$ cat config.mk
export PLATFORM = sky130hd
export DESIGN_NAME = pci_bar0_doorbell_mailbox_regs
export DESIGN_NICKNAME = d
export VERILOG_FILES = /design/src/bar0_regs_pkg.sv /design/src/pci_bar0_doorbell_mailbox_regs.sv
export VERILOG_INCLUDE_DIRS = /design/src
export SDC_FILE = /design/constraint.sdc
export NUM_CORES = 1
export LEC_CHECK = 0
export ABC_AREA = 1
export BUFFER_PORTS_ARGS = -buffer_cell sky130_fd_sc_hd__buf_2
export CAP_MARGIN = 0
export CORE_ASPECT_RATIO = 2
export CORE_UTILIZATION = 45
export DETAILED_ROUTE_END_ITERATION = 8
export PLACE_DENSITY = 0.64
export SLEW_MARGIN = 20
export SYNTH_ARGS = -nofsm -noshare
export SYNTH_HDL_FRONTEND = slang
export SYNTH_SLANG_ARGS = --single-unit
$ cat constraint.sdc
create_clock -name i_sys_clk -period 2.4 [get_ports i_sys_clk]
set_input_delay 0.12 -clock i_sys_clk [delete_from_list [all_inputs] [get_ports i_sys_clk]]
set_output_delay 0.12 -clock i_sys_clk [all_outputs]
set_load 0.01 [all_outputs]
$ cat src/bar0_regs_defs.svh
`ifndef BAR0_REGS_DEFS_SVH
`define BAR0_REGS_DEFS_SVH

// ----------------------------------------------------------------
// Address map (byte offsets inside the 4 KB window)
// ----------------------------------------------------------------
`define ADDR_W 12
`define OFS_DB_P2L 12'h000
`define OFS_DB_L2P 12'h004
`define OFS_MB_P2L 12'h100
`define OFS_MB_L2P 12'h104
`define OFS_LAT_CTRL 12'h200
`define OFS_LAT_DATA 12'h204
`define OFS_CTRL 12'h300

// ----------------------------------------------------------------
// Shared control register fields
// ----------------------------------------------------------------
`define CTRL_DB_P2L_IE 0
`define CTRL_DB_L2P_IE 1
`define CTRL_MB_P2L_IE 2
`define CTRL_MB_L2P_IE 3
`define CTRL_MB_P2L_FULL 4
`define CTRL_MB_L2P_FULL 5
`define CTRL_IE_W 4
`define CTRL_IE_RST 4'h0

// ----------------------------------------------------------------
// Latency timing, in PCI clocks
// ----------------------------------------------------------------
`define LAT_W 4
`define LAT_BOUND_CLKS 16
`define LAT_OVERHEAD_CLKS 4
`define LAT_MAX_WAIT (`LAT_BOUND_CLKS - `LAT_OVERHEAD_CLKS)
`define LAT_RST 4'h0

`endif

$ cat src/bar0_regs_pkg.sv
package bar0_regs_pkg;

  // PCI-side request, held by the target core for one cycle
  typedef struct packed {
    logic we;
    logic [11:0] addr;
    logic [31:0] wdata;
  } pci_req_t;

  // PCI-side completion
  typedef struct packed {
    logic done;
    logic stop;
    logic [31:0] rdata;
  } pci_rsp_t;

  // Register selected by an address
  typedef enum {
    SEL_DB_P2L,
    SEL_DB_L2P,
    SEL_MB_P2L,
    SEL_MB_L2P,
    SEL_LAT_CTRL,
    SEL_LAT_DATA,
    SEL_CTRL,
    SEL_NONE
  } reg_sel_t;

  // Access sequencer states
  typedef enum {
    ST_IDLE,
    ST_WAIT
  } acc_state_t;

endpackage

$ cat src/pci_bar0_doorbell_mailbox_regs.sv
`timescale 1ns/10ps
`include "bar0_regs_defs.svh"

// Function
// - Decode a 4 KB memory space onto the block's registers.
// - No bursts; every access ends with disconnect carrying data.
// - Space split into doorbell, mailbox, latency and control regions.
// - PCI writing one to a PCI-to-local doorbell bit sets it, interrupting local.
// - Doorbell reads from either side return bits and change nothing.
// - Recipient clears doorbell bits by writing ones; zeros leave bits alone.
// - Mirror local-to-PCI doorbell; setter can never clear its bits.
// - Doorbell interrupt only while its enable bit is set.
// - PCI write to empty PCI-to-local mailbox stores data, sets full.
// - Sender writes to a full mailbox are ignored entirely.
// - Sender reading mailbox gets full flag replicated across all bits.
// - Receiver reading mailbox gets data and clears full flag.
// - Receiver reading empty mailbox gets last delivered data.
// - Second mailbox: local sends, PCI receives, same behaviour.
// - Both full flags readable in control register from both sides.
// - Full mailbox interrupts receiver only; cleared by receiver read.
// - Mailbox interrupt only while its enable bit is set.
// - Latency registers complete single beat within 16 clocks of frame.
// - Latency control keeps four bits setting latency of both registers.
// - Latency control PCI only; local reads zero, writes ignored.
// - Latency data is PCI-only scratch register; local sees zeros.
// - All logic on PCI clock; local port has enables, address, data.
// - Local doorbell and mailbox interrupts on one active-low output.
module pci_bar0_doorbell_mailbox_regs
  import bar0_regs_pkg::*;
(
  // Clock and reset
  input wire logic i_sys_clk,
  input wire logic i_rst_b,
  // PCI target core side
  input wire logic i_pci_req,
  input wire pci_req_t i_pci_cmd,
  output pci_rsp_t o_pci_rsp,
  output logic o_pci_irq,
  // Local register port
  input wire logic i_local_reg_write_en,
  input wire logic i_local_reg_read_en,
  input wire logic [`ADDR_W-1:0] i_local_reg_addr,
  input wire logic [31:0] i_local_reg_wdata,
  output logic [31:0] o_local_reg_rdata,
  output logic o_local_irq_n
);

  // ----------------------------------------------------------------
  // Address decode
  // ----------------------------------------------------------------

  // Word compare only; the byte lane bits are ignored
  function automatic reg_sel_t decode(input logic [`ADDR_W-1:0] a);
    logic [`ADDR_W-1:0] w;
    w = {a[`ADDR_W-1:2], 2'b00};
    case (w)
      `OFS_DB_P2L: decode = SEL_DB_P2L;
      `OFS_DB_L2P: decode = SEL_DB_L2P;
      `OFS_MB_P2L: decode = SEL_MB_P2L;
      `OFS_MB_L2P: decode = SEL_MB_L2P;
      `OFS_LAT_CTRL: decode = SEL_LAT_CTRL;
      `OFS_LAT_DATA: decode = SEL_LAT_DATA;
      `OFS_CTRL: decode = SEL_CTRL;
      default: decode = SEL_NONE;
    endcase
  endfunction

  // ----------------------------------------------------------------
  // State
  // ----------------------------------------------------------------
  acc_state_t state_r;
  pci_req_t req_r;
  logic [`LAT_W-1:0] wait_cnt_r;
  logic [31:0] db_p2l_r;
  logic [31:0] db_l2p_r;
  logic [31:0] mb_p2l_r;
  logic [31:0] mb_l2p_r;
  logic mb_p2l_full_r;
  logic mb_l2p_full_r;
  logic [`CTRL_IE_W-1:0] ie_r;
  logic [`LAT_W-1:0] lat_ctrl_r;
  logic [31:0] lat_data_r;
  logic [`LAT_W-1:0] lat_wait;
  logic [31:0] ctrl_word;
  logic [31:0] pci_rd_mux;
  logic [31:0] loc_rd_mux;
  reg_sel_t psel;
  reg_sel_t lsel;
  reg_sel_t nsel;
  logic pci_acc;
  logic pci_wr;
  logic pci_rd;
  logic loc_wr;
  logic loc_rd;
  logic [31:0] db_p2l_set;
  logic [31:0] db_p2l_clr;
  logic [31:0] db_l2p_set;
  logic [31:0] db_l2p_clr;

  // ----------------------------------------------------------------
  // Strobes
  // ----------------------------------------------------------------

  // One access strobe per PCI request, at the end of its wait states
  assign pci_acc = (state_r == ST_WAIT) && (wait_cnt_r == '0);
  assign pci_wr = pci_acc && req_r.we;
  assign pci_rd = pci_acc && !req_r.we;
  assign psel = decode(req_r.addr);
  assign nsel = decode(i_pci_cmd.addr);
  assign lsel = decode(i_local_reg_addr);
  assign loc_wr = i_local_reg_write_en;
  assign loc_rd = i_local_reg_read_en;

  // Wait states for the latency region, clipped to keep the bound
  assign lat_wait = (lat_ctrl_r > `LAT_W'(`LAT_MAX_WAIT)) ? `LAT_W'(`LAT_MAX_WAIT) : lat_ctrl_r;

  // ----------------------------------------------------------------
  // PCI access sequencer
  // ----------------------------------------------------------------

  // Request captured in idle; requests while busy are not expected
  always_ff @(posedge i_sys_clk or negedge i_rst_b) begin
    if (!i_rst_b) begin
      state_r <= ST_IDLE;
      req_r <= '0;
      wait_cnt_r <= '0;
    end else begin
      unique case (state_r)
        ST_IDLE: begin
          if (i_pci_req) begin
            req_r <= i_pci_cmd;
            state_r <= ST_WAIT;
            if (nsel == SEL_LAT_CTRL || nsel == SEL_LAT_DATA) begin
              wait_cnt_r <= lat_wait;
            end else begin
              wait_cnt_r <= '0;
            end
          end
        end
        ST_WAIT: begin
          if (wait_cnt_r == '0) begin
            state_r <= ST_IDLE;
          end else begin
            wait_cnt_r <= wait_cnt_r - `LAT_W'(1);
          end
        end
      endcase
    end
  end

  // Completion: single beat, always disconnect with data
  always_ff @(posedge i_sys_clk or negedge i_rst_b) begin
    if (!i_rst_b) begin
      o_pci_rsp <= '0;
    end else begin
      o_pci_rsp.done <= pci_acc;
      o_pci_rsp.stop <= pci_acc;
      if (pci_rd) begin
        o_pci_rsp.rdata <= pci_rd_mux;
      end
    end
  end

  // ----------------------------------------------------------------
  // Doorbells
  // ----------------------------------------------------------------

  // Only the setter can set, only the recipient can clear
  assign db_p2l_set = (pci_wr && psel == SEL_DB_P2L) ? req_r.wdata : '0;
  assign db_p2l_clr = (loc_wr && lsel == SEL_DB_P2L) ? i_local_reg_wdata : '0;
  assign db_l2p_set = (loc_wr && lsel == SEL_DB_L2P) ? i_local_reg_wdata : '0;
  assign db_l2p_clr = (pci_wr && psel == SEL_DB_L2P) ? req_r.wdata : '0;

  // Set wins over a clear in the same cycle so no ring is lost
  always_ff @(posedge i_sys_clk or negedge i_rst_b) begin
    if (!i_rst_b) begin
      db_p2l_r <= '0;
      db_l2p_r <= '0;
    end else begin
      db_p2l_r <= (db_p2l_r & ~db_p2l_clr) | db_p2l_set;
      db_l2p_r <= (db_l2p_r & ~db_l2p_clr) | db_l2p_set;
    end
  end

  // ----------------------------------------------------------------
  // Mailboxes
  // ----------------------------------------------------------------

  // Data held after the flag clears, so an empty read sees the last mail
  always_ff @(posedge i_sys_clk or negedge i_rst_b) begin
    if (!i_rst_b) begin
      mb_p2l_r <= '0;
      mb_l2p_r <= '0;
    end else begin
      if (pci_wr && psel == SEL_MB_P2L && !mb_p2l_full_r) begin
        mb_p2l_r <= req_r.wdata;
      end
      if (loc_wr && lsel == SEL_MB_L2P && !mb_l2p_full_r) begin
        mb_l2p_r <= i_local_reg_wdata;
      end
    end
  end

  // Full flags: a real delivery beats a same-cycle pickup; a write to a full box is no delivery
  always_ff @(posedge i_sys_clk or negedge i_rst_b) begin
    if (!i_rst_b) begin
      mb_p2l_full_r <= 1'b0;
      mb_l2p_full_r <= 1'b0;
    end else begin
      if (pci_wr && psel == SEL_MB_P2L && !mb_p2l_full_r) begin
        mb_p2l_full_r <= 1'b1;
      end else if (loc_rd && lsel == SEL_MB_P2L) begin
        mb_p2l_full_r <= 1'b0;
      end
      if (loc_wr && lsel == SEL_MB_L2P && !mb_l2p_full_r) begin
        mb_l2p_full_r <= 1'b1;
      end else if (pci_rd && psel == SEL_MB_L2P) begin
        mb_l2p_full_r <= 1'b0;
      end
    end
  end

  // ----------------------------------------------------------------
  // Control and latency registers
  // ----------------------------------------------------------------

  // Enables writable from both sides; PCI wins a same-cycle collision
  always_ff @(posedge i_sys_clk or negedge i_rst_b) begin
    if (!i_rst_b) begin
      ie_r <= `CTRL_IE_RST;
    end else if (pci_wr && psel == SEL_CTRL) begin
      ie_r <= req_r.wdata[`CTRL_IE_W-1:0];
    end else if (loc_wr && lsel == SEL_CTRL) begin
      ie_r <= i_local_reg_wdata[`CTRL_IE_W-1:0];
    end
  end

  // PCI only; the local port cannot reach either register
  always_ff @(posedge i_sys_clk or negedge i_rst_b) begin
    if (!i_rst_b) begin
      lat_ctrl_r <= `LAT_RST;
      lat_data_r <= '0;
    end else begin
      if (pci_wr && psel == SEL_LAT_CTRL) begin
        lat_ctrl_r <= req_r.wdata[`LAT_W-1:0];
      end
      if (pci_wr && psel == SEL_LAT_DATA) begin
        lat_data_r <= req_r.wdata;
      end
    end
  end

  // Full flags always visible to both sides
  assign ctrl_word = {26'h0, mb_l2p_full_r, mb_p2l_full_r, ie_r};

  // ----------------------------------------------------------------
  // Read paths
  // ----------------------------------------------------------------

  // PCI read data; doorbell reads have no side effect
  always_comb begin
    pci_rd_mux = '0;
    unique case (psel)
      SEL_DB_P2L: pci_rd_mux = db_p2l_r;
      SEL_DB_L2P: pci_rd_mux = db_l2p_r;
      SEL_MB_P2L: pci_rd_mux = {32{mb_p2l_full_r}};
      SEL_MB_L2P: pci_rd_mux = mb_l2p_r;
      SEL_LAT_CTRL: pci_rd_mux = {28'h0, lat_ctrl_r};
      SEL_LAT_DATA: pci_rd_mux = lat_data_r;
      SEL_CTRL: pci_rd_mux = ctrl_word;
      SEL_NONE: pci_rd_mux = '0;
    endcase
  end

  // Local read data; latency registers read as zero
  always_comb begin
    loc_rd_mux = '0;
    unique case (lsel)
      SEL_DB_P2L: loc_rd_mux = db_p2l_r;
      SEL_DB_L2P: loc_rd_mux = db_l2p_r;
      SEL_MB_P2L: loc_rd_mux = mb_p2l_r;
      SEL_MB_L2P: loc_rd_mux = {32{mb_l2p_full_r}};
      SEL_LAT_CTRL: loc_rd_mux = '0;
      SEL_LAT_DATA: loc_rd_mux = '0;
      SEL_CTRL: loc_rd_mux = ctrl_word;
      SEL_NONE: loc_rd_mux = '0;
    endcase
  end

  // Local data registered one cycle after the read enable
  always_ff @(posedge i_sys_clk or negedge i_rst_b) begin
    if (!i_rst_b) begin
      o_local_reg_rdata <= '0;
    end else if (loc_rd) begin
      o_local_reg_rdata <= loc_rd_mux;
    end
  end

  // ----------------------------------------------------------------
  // Interrupts
  // ----------------------------------------------------------------

  // Each side sees only the events addressed to it
  always_ff @(posedge i_sys_clk or negedge i_rst_b) begin
    if (!i_rst_b) begin
      o_local_irq_n <= 1'b1;
      o_pci_irq <= 1'b0;
    end else begin
      o_local_irq_n <= !((ie_r[`CTRL_DB_P2L_IE] && (|db_p2l_r)) ||
                         (ie_r[`CTRL_MB_P2L_IE] && mb_p2l_full_r));
      o_pci_irq <= (ie_r[`CTRL_DB_L2P_IE] && (|db_l2p_r)) ||
                   (ie_r[`CTRL_MB_L2P_IE] && mb_l2p_full_r);
    end
  end

  // ----------------------------------------------------------------
  // Assertions
  // ----------------------------------------------------------------

  property p_fast_done;
    @(posedge i_sys_clk) disable iff (!i_rst_b)
    (i_pci_req && state_r == ST_IDLE && nsel != SEL_LAT_CTRL && nsel != SEL_LAT_DATA)
      |-> ##1 !o_pci_rsp.done ##1 (o_pci_rsp.done && o_pci_rsp.stop);
  endproperty
  a_fast_done: assert property (p_fast_done) else $error("plain access not done in two cycles");

  property p_bounded;
    @(posedge i_sys_clk) disable iff (!i_rst_b)
    (i_pci_req && state_r == ST_IDLE) |-> ##[2:14] o_pci_rsp.done;
  endproperty
  a_bounded: assert property (p_bounded) else $error("access exceeded latency bound");

  property p_db_set;
    @(posedge i_sys_clk) disable iff (!i_rst_b)
    (pci_wr && psel == SEL_DB_P2L) |=> ((db_p2l_r & $past(req_r.wdata)) == $past(req_r.wdata));
  endproperty
  a_db_set: assert property (p_db_set) else $error("doorbell bit not set");

  property p_db_setter_no_clear;
    @(posedge i_sys_clk) disable iff (!i_rst_b)
    (!(loc_wr && lsel == SEL_DB_P2L)) |=> (($past(db_p2l_r) & ~db_p2l_r) == '0);
  endproperty
  a_db_setter_no_clear: assert property (p_db_setter_no_clear) else $error("doorbell cleared by setter");

  property p_mb_ignore;
    @(posedge i_sys_clk) disable iff (!i_rst_b)
    (pci_wr && psel == SEL_MB_P2L && mb_p2l_full_r && !(loc_rd && lsel == SEL_MB_P2L))
      |=> ($stable(mb_p2l_r) && mb_p2l_full_r);
  endproperty
  a_mb_ignore: assert property (p_mb_ignore) else $error("write to full mailbox took effect");

  property p_mb_pickup;
    @(posedge i_sys_clk) disable iff (!i_rst_b)
    (loc_rd && lsel == SEL_MB_P2L && !(pci_wr && psel == SEL_MB_P2L))
      |=> (!mb_p2l_full_r && o_local_reg_rdata == $past(mb_p2l_r));
  endproperty
  a_mb_pickup: assert property (p_mb_pickup) else $error("mailbox pickup wrong");

  property p_mb_sender_read;
    @(posedge i_sys_clk) disable iff (!i_rst_b)
    (pci_rd && psel == SEL_MB_P2L) |=> (o_pci_rsp.rdata == {32{$past(mb_p2l_full_r)}});
  endproperty
  a_mb_sender_read: assert property (p_mb_sender_read) else $error("sender read not full flag");

  property p_irq_masked;
    @(posedge i_sys_clk) disable iff (!i_rst_b)
    (!ie_r[`CTRL_DB_P2L_IE] && !ie_r[`CTRL_MB_P2L_IE]) |=> o_local_irq_n;
  endproperty
  a_irq_masked: assert property (p_irq_masked) else $error("local interrupt while disabled");

  property p_local_lat_zero;
    @(posedge i_sys_clk) disable iff (!i_rst_b)
    (loc_rd && (lsel == SEL_LAT_CTRL || lsel == SEL_LAT_DATA)) |=> (o_local_reg_rdata == '0);
  endproperty
  a_local_lat_zero: assert property (p_local_lat_zero) else $error("local saw latency register");

endmodule // pci_bar0_doorbell_mailbox_regs

==> flow_metrics.tcl <==
set metrics [dict create \
    status "finished, violations left" \
    violations "design-rule violations" \
    cp_max_fo 12 \
    synth_most_common_cell "nand2_1" \
    cp_data_required_time_ps 2820 \
    min_period_over_period 0.825 \
    ios 162 \
    synth_fp_nets 1820 \
    hold_viol 0 \
    routed_via_density 5.50 \
    yosysTopAreaCellShare 0.522 \
    seqCellArea_um2 7130 \
    synthDistinctLibCells 33 \
    dp_hpwl_mm 30.3 \
    routedWlPerCell_um 19.6 \
    stdcell_count 2310 \
    fmax_mhz 505 \
    grt_start_max_net_pins 78 \
    synth-seq-area-share 0.524 \
    worstMarginPinSlew_ps 779 \
    ys_warn_count 0 \
    yosys-top-cells-area "dfrtp_1, nand2_1, nand3_1, nand4_1, inv_1" \
    worst_slack_ps 420 \
    async_reset_ff_frac 1.00 \
    die_h_um 248 \
    synth_edf_count 0 \
    htreeDepth 1 \
    cp.arrival_ps 2400 \
    fin_nets 2022 \
    cts-root-buf "clkbuf_16" \
    first_pass_iters 8 \
    totalWireLength_mm 45.2 \
    place_ws_ps 421 \
    synthFlopType "dfrtp_1" \
    finalSetupViolCount 0 \
    area_growth_pct 21.2 \
    fin_area_um2 16500 \
    grt_pass1_vias 12632 \
    syn_inst 1725 \
    vias 12694 \
    post_cts_buffers 0 \
    clock_latency_ps 550 \
    tns_ps 0 \
    yosysTopAreaCell "dfrtp_1" \
    yosys-top-cells-count "nand2_1, dfrtp_1, nand3_1" \
    critPathLaunchType "flip-flop" \
    initial_core_util 0.460 \
    dr.first_iter.drc_count 1001 \
    cts_buffers 27 \
    dpl-instance-area_um2 14800 \
    layout-drive-gt1-share 0.142 \
    worstSetupPathType "flip-flop to flip-flop" \
    postRouteAntennaNets 0 \
    place_inst 2186 \
    drc 16 \
    period_minus_slack_ps 1980 \
    skew_ps 9.40 \
    dieWidth_um 125 \
    ir_drop_uv 609 \
    power.density_nw_per_um2 887 \
    core-area_um2 29600 \
    multi_input_area_um2 5430 \
    rsz0062_at_grt "false" \
    rows 89 \
    maxCapViolCount 0 \
    yosys_register_bits 285 \
    diodes 0 \
    io_buffers 157 \
    overflow 0 \
    path_clk_slew_ps 60 \
    synthesis.area_um2 13600 \
    grt_pass1_wl_mm 70.1 \
    end_kind "flip-flop" \
    avgSynthCellArea_um2 7.89 \
    max-slew-margin-rel 0.481 \
    antenna_found_initial 0 \
    cts.path.max_buffers 3 \
    hp-class "primary input to flip-flop" \
    num-fill-cells 2823 \
    routabilityCongestion 0.921 \
    leakagePower_nw 8.39 \
    finalMaxSlewViolations 0 \
    cts.sinks 285 \
    grt_use_total 0.297 \
    cts_tree "yes" \
    dieArea_um2 31000 \
]
worst paths after layout:
kind	from	end	slack (ps)	cells past startpoint
min	i_pci_req	state_r[0]	20	3
min reg2reg	o_local_reg_rdata[16]	o_local_reg_rdata[16]	470	2
max	wait_cnt_r[0]	ie_r[0]	420	7
max reg2reg	wait_cnt_r[0]	ie_r[0]	420	7
max in group asynchronous	i_rst_b	o_local_irq_n	1510	3
min in group asynchronous	i_rst_b	o_pci_rsp[13]	60	2
power breakdown:
part / total [mW] / leakage, nW / internal [mW] / switching (mW)
Sequential: 6.40 / 3.48 / 5.71 / 0.687
Combinational: 3.55 / 4.44 / 1.09 / 2.46
Clock: 4.70 / 0.474 / 2.78 / 1.91
metrics by stage:
stage	power, mW	utilization	hold WS, ps
finish	14.6	0.557	24.3
floorplan	8.42	-	-176
detailed placement	9.90	0.499	43.9
global route	15.3	0.557	54.2
CTS	14.7	0.557	12.8
global placement	9.80	0.499	40.5
flip-flops by register name, indices dropped and copies added, names as in the netlist:
name               cells
req_r                 43
o_pci_rsp             33
db_l2p_r              32
db_p2l_r              32
lat_data_r            32
mb_l2p_r              32
mb_p2l_r              32
o_local_reg_rdata     32
ie_r                   4
lat_ctrl_r             4
wait_cnt_r             4
mb_l2p_full_r          1
mb_p2l_full_r          1
o_local_irq_n          1
o_pci_irq              1
state_r                1
per-layer routing:
layer  global-route usage  routed length [um]  part of all wire  vias to the layer above
li1                     -                   -                 -                     6003
met1                0.334               16700              0.37                     6077
met2                0.534               23500              0.52                      471
met3               0.0300                2080             0.046                      143
met4                0.198                2940             0.065                        0
met5                    0                   0                 0                        -
cell usage in the layout (no fill, tap or decap), types with 7 or more instances in the layout:
cell type / n
nand2_1: 548
dfrtp_1: 284
nand3_1: 170
buf_2: 156
inv_1: 138
nor2_1: 123
o21ai_0: 98
nand4_1: 86
o21ai_1: 81
dlygate4sd3_1: 76
a21oi_1: 38
buf_4: 33
clkbuf_16: 27
nor2_2: 11
buf_12: 10
nor4_1: 7
nor3_1: 7
final cells by class:
type,count,share of cell area
Multi-Input combinational cell,1197,0.329
Sequential cell,285,0.432
Tap cell,364,0.0276
Inverter,140,0.0318
Timing Repair Buffer,276,0.121
Clock inverter,12,0.0116
Clock buffer,36,0.0466
timing repair:
action                    CTS  global route
resized for setup           0             0
hold buffers               76             0
hold endpoints to repair  430             0
worst max-delay path, cell delays in order (launching register included):
cell and delay (ps):
dfrtp_1 360, inv_1 120, ha_1 210, nand4_2 210
nor2_4 220, nand3_1 390, nand3_1 240, o211ai_1 100
logic make-up (layout without fill, tap and decap cells):
| group | after synthesis | count (layout) | synth area share |
|---|---|---|---|
| AOI/OAI and AO/OA | 224 | 224 | 0.0836 |
| adders and majority gates | 1 | 1 | 0.000919 |
| DFF | 285 | 285 | 0.524 |
| and+or+nand+nor | 972 | 972 | 0.313 |
| buffers and inverters | 243 | 464 | 0.0782 |
Note: power is estimated with default switching activity, not from simulation.
